File: config.mk
export PLATFORM = sky130hd
export DESIGN_NAME = srb_device_flat
export DESIGN_NICKNAME = d
export VERILOG_FILES = /design/src/srb_pkg.sv /design/src/srb_link_if.sv /design/src/srb_device.sv /design/src/flat_wrapper.sv
export SDC_FILE = /design/constraint.sdc
export NUM_CORES = 1
export LEC_CHECK = 0
export BUFFER_PORTS_ARGS = -buffer_cell sky130_fd_sc_hd__buf_2
export CAP_MARGIN = 20
export CELL_PAD_IN_SITES_DETAIL_PLACEMENT = 0
export CELL_PAD_IN_SITES_GLOBAL_PLACEMENT = 1
export CORE_MARGIN = 2
export CORE_UTILIZATION = 47
export CTS_CLUSTER_SIZE = 30
export DETAILED_ROUTE_END_ITERATION = 8
export PLACE_DENSITY_LB_ADDON = 0.1
export SLEW_MARGIN = 20
export SYNTH_ARGS = -nofsm -noshare
export SYNTH_HDL_FRONTEND = slang
export SYNTH_SLANG_ARGS = --single-unit
File: constraint.sdc
create_clock -name sys_clk -period 8.7 [get_ports sys_clk]
set_clock_uncertainty 0.15 [all_clocks]
set_input_delay 0.435 -clock sys_clk [delete_from_list [all_inputs] [get_ports sys_clk]]
set_output_delay 0.435 -clock sys_clk [all_outputs]
set_load 0.01 [all_outputs]
File: src/srb_pkg.sv
package srb_pkg;
   localparam logic [4:0] SEL_INT   = 5'h05;
   localparam logic [4:0] SEL_FRACL = 5'h06;
   localparam logic [4:0] SEL_REF   = 5'h07;
   localparam logic [4:0] SEL_CALD  = 5'h08;
   localparam logic [4:0] SEL_CALS  = 5'h09;
   localparam logic [4:0] SEL_RSVD  = 5'h0A;
   localparam logic [4:0] SEL_RAMP  = 5'h0B;
   localparam logic [4:0] SEL_CP    = 5'h0C;
   localparam logic [4:0] SEL_RCLK  = 5'h0D;
   localparam logic [4:0] SEL_DEV   = 5'h0E;
   localparam int REG_LO = 5;
   localparam int REG_HI = 14;
   localparam int SEL_MSB = 4;
   localparam int INT_MSB = 28;
   localparam int INT_LSB = 17;
   localparam int FRACH_MSB = 16;
   localparam int FRACL_MSB = 17;
   localparam int FIELD_LSB = 5;
   localparam int RAMP_ON_BIT = 29;
   localparam int MRST_BIT = 25;
   localparam int CAL_CLOCK_DIVIDER_MSB = 23;
   localparam int CAL_CLOCK_DIVIDER_LSB = 12;
   localparam int HALF_BIT = 11;
   localparam int DBL_BIT = 10;
   localparam int RCNT_MSB = 19;
   localparam int RCNT_LSB = 15;
   localparam int CALD_MSB = 14;
   localparam int SDRST_BIT = 11;
   localparam int TRI1_BIT = 9;
   localparam int MODE_MSB = 8;
   localparam int MODE_LSB = 7;
   localparam int CNTR_BIT = 5;
   localparam int CP_MSB = 20;
   localparam int CP_LSB = 17;
   localparam int CPTRI_BIT = 15;
   localparam int LESYNC_BIT = 21;
   localparam int CDM_MSB = 20;
   localparam int CDM_LSB = 19;
   localparam int RAMP_STEP_DIVIDER_MSB = 18;
   localparam int RAMP_STEP_DIVIDER_LSB = 7;
   localparam int CDS_MSB = 6;
   localparam logic [31:0] RESET_WORD = 32'h0000_0000;
   localparam int CLK_PERIOD_NS = 10;
   localparam int SCLK_HALF_NS = 50;
   localparam int SCLK_HALF_CYC = (SCLK_HALF_NS + CLK_PERIOD_NS - 1) / CLK_PERIOD_NS;
   localparam int WORD_BITS = 32;
   localparam logic [3:0] ADDR_DATA = 4'h0;
   localparam logic [3:0] ADDR_STATUS = 4'h4;
   typedef enum logic [1:0] {ST_IDLE, ST_SHIFT, ST_LOAD} srb_state_t;
endpackage

File: src/srb_link_if.sv
`timescale 1ns/10ps
interface srb_link_if;
   logic serial_clock;
   logic serial_data;
   logic serial_load_strobe;
   modport host (output serial_clock, output serial_data, output serial_load_strobe);
   modport device (input serial_clock, input serial_data, input serial_load_strobe);
endinterface

File: src/srb_device.sv
// Overview of operation
// - integer divide from bits 28..17, 75..4095
// - fraction: high 12 bits, low 13 bits
// - select 00110, 00111, 01000 route words
// - select 01011, 01100, 01101 route words
// - select 01110 routes deviation word
// - reference bit 25 holds all other words and the counters in reset
// - bits 23..12 calibration clock divider
// - bit 11 adds divide-by-two toggle stage
// - bit 10 chooses falling or both edges
// - 5-bit reference counter, ratios 1..31
// - bits 14..5 frequency calibration divider
// - host writes calibration setup fixed words
// - host writes reserved word fixed value
// - bit 11 low resets modulator per write
// - bit 9 single triangle, mode 11 only
// - ramp mode from bits 8..7
// - bit 5 holds counters in reset
// - charge pump current bits 20..17
// - bit 15 tristates charge pump
// - bit 21 syncs load strobe to reference
// - host sets divider mode 11 for ramps
// - step divider bits 18..7, segment 6..5
// - integer word bit 29 starts ramp
`timescale 1ns/10ps
module srb_device
   import srb_pkg::*;
(
   input  wire logic        sys_clk,
   input  wire logic        sys_rst,
   srb_link_if.device       link,
   input  wire logic        reference_input,
   output logic [11:0]      integer_value,
   output logic [24:0]      fractional_value,
   output logic             ramp_on,
   output logic             master_reset,
   output logic [11:0]      cal_clock_divider,
   output logic             reference_half_divide,
   output logic             doubler_enable,
   output logic [4:0]       ref_count_ratio,
   output logic             cal_ref_tick,
   output logic [9:0]       cal_freq_divider,
   output logic [31:0]      cal_setup_word,
   output logic [31:0]      reserved_word,
   output logic             sigma_delta_reset,
   output logic             single_triangle,
   output logic [1:0]       ramp_mode,
   output logic             counter_clear_bit,
   output logic [3:0]       cp_current,
   output logic             cp_tristate,
   output logic             load_sync_enable,
   output logic [1:0]       divider_mode_field,
   output logic [11:0]      ramp_step_divider,
   output logic [1:0]       clk_div_select,
   output logic [31:0]      deviation_word
);
   logic [31:0] word_q [REG_LO:REG_HI];
   logic [31:0] shift_q;
   logic [31:0] cap_q;
   logic        sclk_d;
   logic        load_d;
   logic        pend_q;
   logic        ref_d;
   logic        ref_edge;
   logic        commit;
   logic [4:0]  sel;
   logic [4:0]  rcnt_q;
   logic        r_out;
   logic        tog_q;

   // only select codes of this bank are committed
   function automatic logic in_range(input logic [4:0] s);
      in_range = (s >= SEL_INT) && (s <= SEL_DEV);
   endfunction

   // serial word shifts in msb first on each rising serial clock
   always_ff @(posedge sys_clk) begin
      if (sys_rst) begin
         sclk_d  <= 1'b0;
         shift_q <= RESET_WORD;
      end else begin
         sclk_d <= link.serial_clock;
         if (link.serial_clock && !sclk_d) begin
            shift_q <= {shift_q[30:0], link.serial_data};
         end
      end
   end

   // active reference edges: falling only, or both with doubler
   assign ref_edge = doubler_enable ? (reference_input != ref_d)
                                    : (!reference_input && ref_d);

   // capture on strobe rise, commit next cycle or at next reference edge
   always_ff @(posedge sys_clk) begin
      if (sys_rst) begin
         load_d <= 1'b0;
         pend_q <= 1'b0;
         cap_q  <= RESET_WORD;
      end else begin
         load_d <= link.serial_load_strobe;
         if (link.serial_load_strobe && !load_d) begin
            pend_q <= 1'b1;
            cap_q  <= shift_q;
         end else if (commit) begin
            pend_q <= 1'b0;
         end
      end
   end

   // without sync the commit follows the capture by one cycle
   assign commit = pend_q && (!load_sync_enable || ref_edge);
   assign sel = cap_q[SEL_MSB:0];

   // register map; master reset clears every word but the reference one
   always_ff @(posedge sys_clk) begin
      if (sys_rst) begin
         for (int i = REG_LO; i <= REG_HI; i++) begin
            word_q[i] <= RESET_WORD;
         end
      end else begin
         if (commit && in_range(sel)) begin
            word_q[sel] <= cap_q;
         end
         // the clear comes last so it wins over a same-cycle commit
         if (master_reset) begin
            for (int i = REG_LO; i <= REG_HI; i++) begin
               if (i != int'(SEL_REF)) begin
                  word_q[i] <= RESET_WORD;
               end
            end
         end
      end
   end

   // modulator reset pulse on each integer word write unless bit 11 disables it or master reset is set
   always_ff @(posedge sys_clk) begin
      if (sys_rst) begin
         sigma_delta_reset <= 1'b0;
      end else begin
         sigma_delta_reset <= commit && (sel == SEL_INT) && !master_reset
                              && !word_q[SEL_RAMP][SDRST_BIT];
      end
   end

   // reference counter and optional toggle stage toward calibration
   always_ff @(posedge sys_clk) begin
      if (sys_rst) begin
         ref_d  <= 1'b0;
         rcnt_q <= 5'h00;
         tog_q  <= 1'b0;
         cal_ref_tick <= 1'b0;
      end else begin
         ref_d <= reference_input;
         if (master_reset || counter_clear_bit) begin
            rcnt_q <= 5'h00;
            tog_q  <= 1'b0;
            cal_ref_tick <= 1'b0;
         end else begin
            if (ref_edge) begin
               rcnt_q <= r_out ? 5'h00 : rcnt_q + 5'h01;
            end
            // toggle stage flips once per counter terminal
            if (r_out) begin
               tog_q <= !tog_q;
            end
            cal_ref_tick <= reference_half_divide ? (r_out && tog_q) : r_out;
         end
      end
   end

   // a ratio of zero behaves as a ratio of one
   assign r_out = ref_edge && ((rcnt_q + 5'h01 >= ref_count_ratio) || (ref_count_ratio == 5'h00));

   // master reset lives in the reference word so that it can be released
   assign master_reset          = word_q[SEL_REF][MRST_BIT];

   // integer word and both fraction halves
   assign integer_value         = word_q[SEL_INT][INT_MSB:INT_LSB];
   assign fractional_value      = {word_q[SEL_INT][FRACH_MSB:FIELD_LSB],
                                   word_q[SEL_FRACL][FRACL_MSB:FIELD_LSB]};
   assign ramp_on               = word_q[SEL_INT][RAMP_ON_BIT];

   // reference word fields
   assign cal_clock_divider     = word_q[SEL_REF][CAL_CLOCK_DIVIDER_MSB:CAL_CLOCK_DIVIDER_LSB];
   assign reference_half_divide = word_q[SEL_REF][HALF_BIT];
   assign doubler_enable        = word_q[SEL_REF][DBL_BIT];
   assign ref_count_ratio       = word_q[SEL_REF][RCNT_MSB:RCNT_LSB];

   // calibration divider and the fixed words
   assign cal_freq_divider      = word_q[SEL_CALD][CALD_MSB:FIELD_LSB];
   assign cal_setup_word        = word_q[SEL_CALS];
   assign reserved_word         = word_q[SEL_RSVD];

   // ramp control word
   assign single_triangle       = word_q[SEL_RAMP][TRI1_BIT];
   assign ramp_mode             = word_q[SEL_RAMP][MODE_MSB:MODE_LSB];
   assign counter_clear_bit     = word_q[SEL_RAMP][CNTR_BIT];

   // charge pump word
   assign cp_current            = word_q[SEL_CP][CP_MSB:CP_LSB];
   assign cp_tristate           = word_q[SEL_CP][CPTRI_BIT];

   // ramp clock divider word and deviation word
   assign load_sync_enable      = word_q[SEL_RCLK][LESYNC_BIT];
   assign divider_mode_field    = word_q[SEL_RCLK][CDM_MSB:CDM_LSB];
   assign ramp_step_divider     = word_q[SEL_RCLK][RAMP_STEP_DIVIDER_MSB:RAMP_STEP_DIVIDER_LSB];
   assign clk_div_select        = word_q[SEL_RCLK][CDS_MSB:FIELD_LSB];
   assign deviation_word        = word_q[SEL_DEV];
endmodule

File: src/flat_wrapper.sv
// flat-port wrapper written by rule: the top's interface ports become plain ports
module srb_device_flat import srb_pkg::*;
  (sys_clk, sys_rst, reference_input, integer_value, fractional_value, ramp_on, master_reset, cal_clock_divider, reference_half_divide, doubler_enable, ref_count_ratio, cal_ref_tick, cal_freq_divider, cal_setup_word, reserved_word, sigma_delta_reset, single_triangle, ramp_mode, counter_clear_bit, cp_current, cp_tristate, load_sync_enable, divider_mode_field, ramp_step_divider, clk_div_select, deviation_word, link_serial_clock, link_serial_data, link_serial_load_strobe);
  srb_link_if link_i ();
  input  wire logic sys_clk;
  input  wire logic sys_rst;
  input  wire logic reference_input;
  output logic [11:0] integer_value;
  output logic [24:0] fractional_value;
  output logic ramp_on;
  output logic master_reset;
  output logic [11:0] cal_clock_divider;
  output logic reference_half_divide;
  output logic doubler_enable;
  output logic [4:0] ref_count_ratio;
  output logic cal_ref_tick;
  output logic [9:0] cal_freq_divider;
  output logic [31:0] cal_setup_word;
  output logic [31:0] reserved_word;
  output logic sigma_delta_reset;
  output logic single_triangle;
  output logic [1:0] ramp_mode;
  output logic counter_clear_bit;
  output logic [3:0] cp_current;
  output logic cp_tristate;
  output logic load_sync_enable;
  output logic [1:0] divider_mode_field;
  output logic [11:0] ramp_step_divider;
  output logic [1:0] clk_div_select;
  output logic [31:0] deviation_word;
  input wire logic [$bits(link_i.serial_clock)-1:0] link_serial_clock;
  input wire logic [$bits(link_i.serial_data)-1:0] link_serial_data;
  input wire logic [$bits(link_i.serial_load_strobe)-1:0] link_serial_load_strobe;
  assign link_i.serial_clock = link_serial_clock;
  assign link_i.serial_data = link_serial_data;
  assign link_i.serial_load_strobe = link_serial_load_strobe;
  srb_device u_core (.sys_clk(sys_clk), .sys_rst(sys_rst), .link(link_i), .reference_input(reference_input), .integer_value(integer_value), .fractional_value(fractional_value), .ramp_on(ramp_on), .master_reset(master_reset), .cal_clock_divider(cal_clock_divider), .reference_half_divide(reference_half_divide), .doubler_enable(doubler_enable), .ref_count_ratio(ref_count_ratio), .cal_ref_tick(cal_ref_tick), .cal_freq_divider(cal_freq_divider), .cal_setup_word(cal_setup_word), .reserved_word(reserved_word), .sigma_delta_reset(sigma_delta_reset), .single_triangle(single_triangle), .ramp_mode(ramp_mode), .counter_clear_bit(counter_clear_bit), .cp_current(cp_current), .cp_tristate(cp_tristate), .load_sync_enable(load_sync_enable), .divider_mode_field(divider_mode_field), .ramp_step_divider(ramp_step_divider), .clk_div_select(clk_div_select), .deviation_word(deviation_word));
endmodule
== Word-level counts from Yosys, hierarchy flattened ==
Memories as Yosys holds them, arrays and structs flattened.
Cells that the tools add are included.

* Eq/ne operators: 11
* Bitwise operators: 36
* Magnitude comparators: 3
* $add $sub $neg: 1
* Reductions and logical operators: 25
* Muxes and demuxes: 25

{| class="wikitable"
|+ Operator list
! operator !! number
|-
| 2-to-1 mux 32 bit || 10
|-
| == test 4 bit (second input constant) || 9
|-
| OR reduction 32 bit || 1
|-
| AND 1 bit || 18
|-
| 2-to-1 mux 1 bit || 13
|-
| logical AND 1 bit || 11
|-
| inverter 1 bit || 9
|-
| bitwise OR 1 bit || 9
|-
| logical NOT 1 bit || 7
|-
| adder 5 x 1 -> 5 bit (second input constant) || 1
|-
| == test 5 x 3 -> 1 bit (second input constant) || 1
|-
| >= comparator 5 x 3 -> 1 bit (second input constant) || 1
|-
| >= comparator 5 bit || 1
|-
| <= comparator 5 x 4 -> 1 bit (second input constant) || 1
|-
| logical NOT 5 bit || 1
|-
| 2-to-1 mux 5 bit || 1
|-
| 2-to-1 mux 4 bit || 1
|-
| logical OR 1 bit || 3
|-
| nonzero test 2 bit || 1
|-
| OR reduction 2 bit || 1
|-
| inequality test 1 bit || 1
|}

* Input port bits: 6
* Memories: 1
* Register bits: 76
* Memory bits (writable): 320

{| class="wikitable"
|+ Memories
! name !! words !! bits a word !! rd ports !! clocked after memory_dff !! write ports !! line !! RTL
|-
| u_core.word_q || 10 || 32 || 10 || 0 || 10 || srb_device.sv:57 || <nowiki>logic [31:0] word_q [REG_LO:REG_HI];</nowiki>
|}

== Longest topological paths before layout ==
Gate-level depths: netlist of run 1.

* Depth after elaboration: 20
* Depth in mapped cells: 10
* Depth with buffers taken out: 8

== Worst setup path before layout of run 1 ==
No wires, ideal clock.

* Kind: input -> register
* From: input reference_input
* To: memory u_core.word_q[14][0], enable pin
* Path buffers: 2
* Path slack: 5556 ps
* Data required time: 8160 ps
* Arrival time: 2604 ps
* Stages on the path: 9
* Path through: inv_1 ha_1 nand2b_1 a311oi_2 nand3_1 buf_6 nor3_2 buf_4 or3_1

{| class="wikitable"
|+ RTL lines
! element !! line !! RTL
|-
| start, declared || flat_wrapper.sv:7 || <nowiki>input wire logic reference_input;</nowiki>
|-
| end, declared || srb_device.sv:57 ||
|}

==> results of run 1 <==
-- routing by layer --
layer	vias to the layer above	GRT usage
li1	3017	-
met1	3038	0.275
met2	169	0.340
met3	26	0.0349
met4	0	0.0462
met5	-	0
-- placed cells by master (no fill, tap or decap), types with 9 or more instances in the layout --
cell type / n
nor2_1: 9
edfxtp_1: 186
clkbuf_16: 28
nand2_1: 137
and2_1: 172
dfxtp_1: 76
buf_2: 197
a21oi_1: 69
clkbuf_1: 10
-- area by class of cell --
class / instances / area [µm²]
multi-input cells: 466 / 2580
well taps: 275 / 344
inverters: 8 / 30.0
repair buffers: 203 / 1030
clock buffers: 43 / 807
clock inverters: 5 / 76.3
flip-flops and latches: 262 / 7110
fillers: 1793 / 8910
-- power by group --
group	total, mW	leakage, nW	internal (mW)	switching, mW
combinational	0.0984	1.93	0.0282	0.0701
clock	1.13	0.427	0.690	0.440
sequential	1.38	2.70	1.36	0.0141
-- through the flow --
step / worst slack [ns] / util / instances
after floorplan: 5.56 / - / 787
after global routing: 4.31 / 0.573 / 1262
after detailed placement: 4.31 / 0.531 / 1214
final: 4.64 / 0.573 / 1262
after global placement: 4.48 / 0.531 / 1214
after CTS: 4.61 / 0.573 / 1262
-- registers in the layout, summed over array words and instances (netlist names) --
name	cells
u_core.sclk_d	1
u_core.tog_q	1
u_core.load_d	1
u_core.word_q	186
u_core.shift_q	32
u_core.ref_d	1
u_core.rcnt_q	5
u_core.sigma_delta_reset	1
u_core.cap_q	32
u_core.cal_ref_tick	1
u_core.pend_q	1
-- final timing paths --
kind / startpoint / to
max: u_core.ref_d / u_core.word_q[14][6]
max reg2reg: u_core.ref_d / u_core.word_q[14][6]
min: link_serial_load_strobe / u_core.load_d
min reg2reg: u_core.shift_q[31] / u_core.cap_q[31]
-- worst register-to-register path, stage by stage, from the launching register on --
cell and delay, ns:
dfxtp_1 0.30, ha_1 0.25, nand2b_1 0.20, a311oi_2 0.38, nand3_1 0.59, nor3_4 0.99
or3_2 0.79
-- cell families (layout without fill, tap and decap cells) --
family                   after synthesis  after routing  share of synthesized area
adder cells (fa/ha/maj)                7              7                    0.00884
other                                  1              8                   0.000378
AND/OR/NAND/NOR                      367            367                      0.198
AO/OA/AOI/OAI                         80             80                     0.0438
buffers and inverters                 59            259                     0.0287
XOR/XNOR                               4              4                    0.00354
flip-flops                           262            262                      0.717
==> metrics.cfg, run 1 <==
[pwr]
irDropWorstVdd_mv = 0.155
power_mw = 2.61
p_per_area_mw_per_mm2 = 218
power.leakage_nw = 5.05

[worst_setup_path]
reg2regPathDepth = 6
critPathLaunchType = flip-flop
cp.required_ns = 8.69
crit_chain = ha_1, nand2b_1, a311oi_2, nand3_1, nor3_4, or3_2
crit_slowest_cell = nor3_4
slowest_delay_ns = 0.99
r2r_slack_ns = 4.64
arrival_ns = 4.05
path_class = reg -> reg
critPathTopFamily = simple AND/OR/NAND/NOR gates
path_depth = 6
endpoint_kind = flip-flop
crit_buf_inv = 0
crit_path_max_fanout = 32

[yosys]
ys_warn_count = 0
synth_top_area_frac = 0.564
async_reset_ff_frac = 0
netlist_area_mm2 = 0.00991
synth_top_flop_cell = edfxtp_1
yosysSeqAreaShare = 0.717
ys_top_cells_by_area = edfxtp_1 (56%), dfxtp_1 (15%), and2_1 (11%), nand2_1 (5.2%), a21oi_1 (3.5%)
synth.avg_cell_area_um2 = 12.7
synth.most_common_cell = edfxtp_1
synth_edf_count = 186
syn_inst = 780
synthTopCellsByCount = edfxtp_1 (186), and2_1 (172), nand2_1 (137), dfxtp_1 (76), a21oi_1 (69)
synth_seq_cells = 262
yosys.area.top_type = edfxtp_1
yosys.cell_types.count = 37

[grt]
grtUsageTotal = 0.201
grt_pass1_wl_um = 33900
grt_max_degree = 82
grt_overflow_total = 0
antenna_found_initial = 0
grt_pass1_vias = 5916

[timing]
rsz0062_at_grt = no
fmax_mhz = 246
hold_viol_final = 0
setup_violations = 0
final_max_slew_viol_count = 0
setup_tns_ns = 0
fin_crit_ns = 4.06
min_period_over_period = 0.467
max_slew.worst_pin.slew_ns = 1.02
fin_hold_ws_ns = 0.0122
relSlewSlack = 0.317

[drt]
dr_wl_met2_um = 11200
ant_nets = 0
first_iter_violations = 377
drc = 0
wl_met3_um = 1350
drt-met1-wl_um = 9970
routed_wirelength_um = 22900
top_layer = met4
viasPerCell = 4.95
first_pass_iters = 5
vias = 6250
avgRoutedWirePerCell_um = 18.1

[floorplan]
pin_count = 198
start_util = 0.474
die_x_um = 149
fp.dieArea_mm2 = 0.0223
dieHeight_um = 149
core_mm2 = 0.0209
rows = 53

[layout]
fin_area_mm2 = 0.0120
fin_nets = 980
area_delta_synth_final_pct = 20.8
drive_above_1_share = 0.261
antenna_cells = 0

[worst_hold_path]
hold_depth = 2
holdCritPathClass = in -> reg

[clock_network]
clk-insertion-delay-late_ns = 0.52
tritoncts = done
clk_pin_slew_worst_paths_ns = 0.06
cts.path.max_buffers = 3
cts-root-buf = clkbuf_16
cts_resized = 0
hold_buffers = 0
cts_num_sinks = 262
cts_buffers = 26
post_cts_buffers = 0
htreeDepth = 1

[place]
port_buffers = 197
gp_congestion = 0.795
hpwl_um = 15300
dpl-instance-area_mm2 = 0.0111

[outcome]
status = finished clean

[run]
cap_viol_max_count = 0

(Power assumes the default switching activity.)
==> run 2, diff against run 1 <==
- CORE_UTILIZATION: 47 -> 39
- clock period: 8.7 -> 3.41 ns (I/O delays scaled with it)
==> run 2 against run 1 <==
  * Worst hold slack improved by 0.19 ns
  * Final area increased by 1.9%
  * Combinational power increased to 2.7 times the previous value
  * Critical endpoint is now u_core.word_q[8][10]
==> metrics.cfg, run 2 (synthesis gave the netlist of run 1 again) <==
[outcome]
status = finished clean  ; unchanged

[worst_hold_path]
holdCritPathClass = in -> reg  ; unchanged
hold_start = sys_rst  ; was link_serial_load_strobe

[floorplan]
fp.dieArea_mm2 = 0.0267  ; was 0.0223 mm²
start_util = 0.396  ; was 0.474
core_mm2 = 0.0250  ; was 0.0209 mm²
dieHeight_um = 163  ; was 149 µm
pin_count = 198  ; unchanged
rows = 58  ; was 53
die_x_um = 163  ; was 149 µm

[clock_network]
cts.path.max_buffers = 3  ; unchanged
cts_buffers = 28  ; was 26
clk_pin_slew_worst_paths_ns = 0.06  ; about the same
cts_resized = 0  ; unchanged
cts_num_sinks = 262  ; unchanged
htreeDepth = 1  ; unchanged
post_cts_buffers = 0  ; unchanged
tritoncts = done  ; unchanged
clk-insertion-delay-late_ns = 0.53  ; was 0.52 ns
cts-root-buf = clkbuf_16  ; unchanged

[place]
dp_slack_ns = 0.588  ; was 4.31 ns
hpwl_um = 16100  ; was 15300 µm
gp_congestion = 0.789  ; was 0.795
place_inst = 1286  ; was 1214
port_buffers = 197  ; unchanged

[grt]
gr-usage-met1 = 0.250  ; was 0.275
grt_busiest_layer = met2  ; unchanged
grt_overflow_total = 0  ; unchanged
grt_max_degree = 81  ; was 82
globalRouteMet2Util = 0.290  ; was 0.340
grt_pass1_vias = 5941  ; was 5916
use_met3 = 0.0262  ; was 0.0349
grtUsageTotal = 0.179  ; was 0.201
grt_pass1_wl_um = 35900  ; was 33900 µm
antenna_found_initial = 2  ; was 0

[worst_setup_path]
crit_path_max_fanout = 12  ; was 32
crit_buf_inv = 5  ; was 0
reg2regPathDepth = 8  ; was 6
crit_path_end = u_core.word_q[8][10]  ; was u_core.word_q[14][6]
path_class = in -> reg  ; was reg -> reg
path_depth = 11  ; was 6
crit_start = reference_input  ; was u_core.ref_d
reg2reg_from = u_core.ref_d  ; unchanged
critPathTopFamily = buffers and inverters  ; was simple AND/OR/NAND/NOR gates
r2r_slack_ns = 0.63  ; was 4.64 ns
crit_chain = dlygate4sd3_1, buf_2, inv_1, ha_1, nand2b_1, a311oi_2, nand3_1, buf_4, nor4_2, buf_4, or3_1  ; was ha_1, nand2b_1, a311oi_2, nand3_1, nor3_4, or3_2
slowest_delay_ns = 0.53  ; was 0.99 ns
critPathLaunchType = input pin  ; was flip-flop
crit_slowest_cell = dlygate4sd3_1  ; was nor3_4
r2r-end = u_core.word_q[8][10]  ; was u_core.word_q[14][6]
cp.required_ns = 3.43  ; was 8.69 ns
crit_top_cell = buf_4
arrival_ns = 2.82  ; was 4.05 ns
endpoint_kind = flip-flop  ; unchanged

[drt]
viasPerCell = 4.66  ; was 4.95
avgRoutedWirePerCell_um = 18.0  ; was 18.1 µm
first_pass_iters = 4  ; was 5
ant_nets = 0  ; unchanged
routed_wirelength_um = 24200  ; was 22900 µm
vias = 6244  ; was 6250
first_iter_violations = 396  ; was 377
drc = 0  ; unchanged

[timing]
hold_viol_final = 0  ; unchanged
max_slew.worst_pin.slew_ns = 0.855  ; was 1.02 ns
min_period_over_period = 0.820
final_max_slew_viol_count = 0  ; unchanged
final.setup.worst_slack_ns = 0.613  ; was 4.64 ns
setup_tns_ns = 0  ; unchanged
relSlewSlack = 0.430  ; was 0.317
rsz0062_at_grt = no  ; unchanged
fmax_mhz = 358
fin_crit_ns = 2.80
setup_violations = 0  ; unchanged

[layout]
final_cell_mix = buf_2 (197), edfxtp_1 (186), and2_1 (172), nand2_1 (137), dfxtp_1 (76)  ; unchanged
antenna_cells = 0  ; unchanged
drive_above_1_share = 0.268  ; was 0.261
fin_nets = 1003  ; was 980
reg_top3 = u_core.word_q (186), u_core.cap_q (32), u_core.shift_q (32)  ; unchanged
largest_register_ffs = 186  ; unchanged
area_delta_synth_final_pct = 23.2  ; was 20.8%
final_common_cell = buf_2  ; unchanged
largest-register = u_core.word_q  ; unchanged
fin_cells = 1341  ; was 1262

[pwr]
power.leakage_nw = 5.15  ; was 5.05 nW
pwr-share-clk = 0.434  ; was 0.433
power_mw = 6.68  ; was 2.61 mW
p_sw_frac = 0.209  ; was 0.201
p_per_area_mw_per_mm2 = 548  ; was 218 mW/mm²
switchingPower_mw = 1.40  ; was 524 µW
p_comb_frac = 0.040  ; was 0.038
seqPwrFrac = 0.526  ; was 0.529
irDropWorstVdd_mv = 0.329  ; was 0.155 mV
p_int_mw = 5.29  ; was 2.08 mW

[run]
cap_viol_max_count = 0  ; unchanged

run 2: changes by cell type in the layout (fill, tap and decap cells not counted), sizes merged:
| cell | change |
|---|---|
| dlygate4sd3 | +4 |
| clkbuf | +3 |
| clkinv | +2 |
| bufinv | -2 |
| buf | +17 |
run 2: area by class of cell:
cell class,count,area [µm²]
Fill cell,2302,12800
Sequential cell,262,7110
Multi-Input combinational cell,466,2570
Timing Repair Buffer,224,1200
Clock buffer,46,866
Tap cell,330,413
Inverter,8,30.0
Clock inverter,5,23.8
run 2: per-stage QoR:
step	utilization	hold slack [ns]	instance area, µm²
floorplan	-	0.149	9940
global placement	0.450	0.263	11300
detailed placement	0.450	0.261	11300
CTS	0.488	0.180	12200
global route	0.488	0.255	12200
finish	0.488	0.198	12200
run 2: worst min path at each step:
stage / slack [ns] / depth (start not counted) / endpoint
after floorplan: 0.15 / 1 / u_core.load_d
after global placement: 0.26 / 2 / u_core.sclk_d
after detailed placement: 0.26 / 3 / u_core.ref_d
after CTS: 0.18 / 3 / u_core.ref_d
after global routing: 0.25 / 3 / u_core.ref_d
final: 0.20 / 3 / u_core.ref_d
run 2: layer usage:
layer | vias to the layer above | routed length, µm
met5 | - | 0
met4 | 0 | 621
met3 | 41 | 1390
met2 | 184 | 11300
met1 | 2951 | 10800
li1 | 3068 | -
run 2: power by group through the flow:
stage	Clock (mW)	Combinational, mW	Sequential (mW)
after floorplan	0	0.104	3.61
after global placement	0	0.268	3.58
after detailed placement	0	0.269	3.58
after CTS	2.97	0.273	3.52
after global routing	3.09	0.295	3.52
final	2.90	0.267	3.51
run 2: repair_timing:
action | in CTS | in global routing
hold endpoints to repair | 4 | 0
setup endpoints to repair | 0 | 0
hold buffers | 4 | 0
run 2: worst register-to-register path: cells and delay by family (launching register included):
kind / cells / cell delay [ns]
AO/OA/AOI/OAI: 1 / 0.40
adder cells (fa/ha/maj): 1 / 0.26
buffers and inverters: 2 / 0.40
flip-flops: 1 / 0.30
AND/OR/NAND/NOR: 4 / 0.91
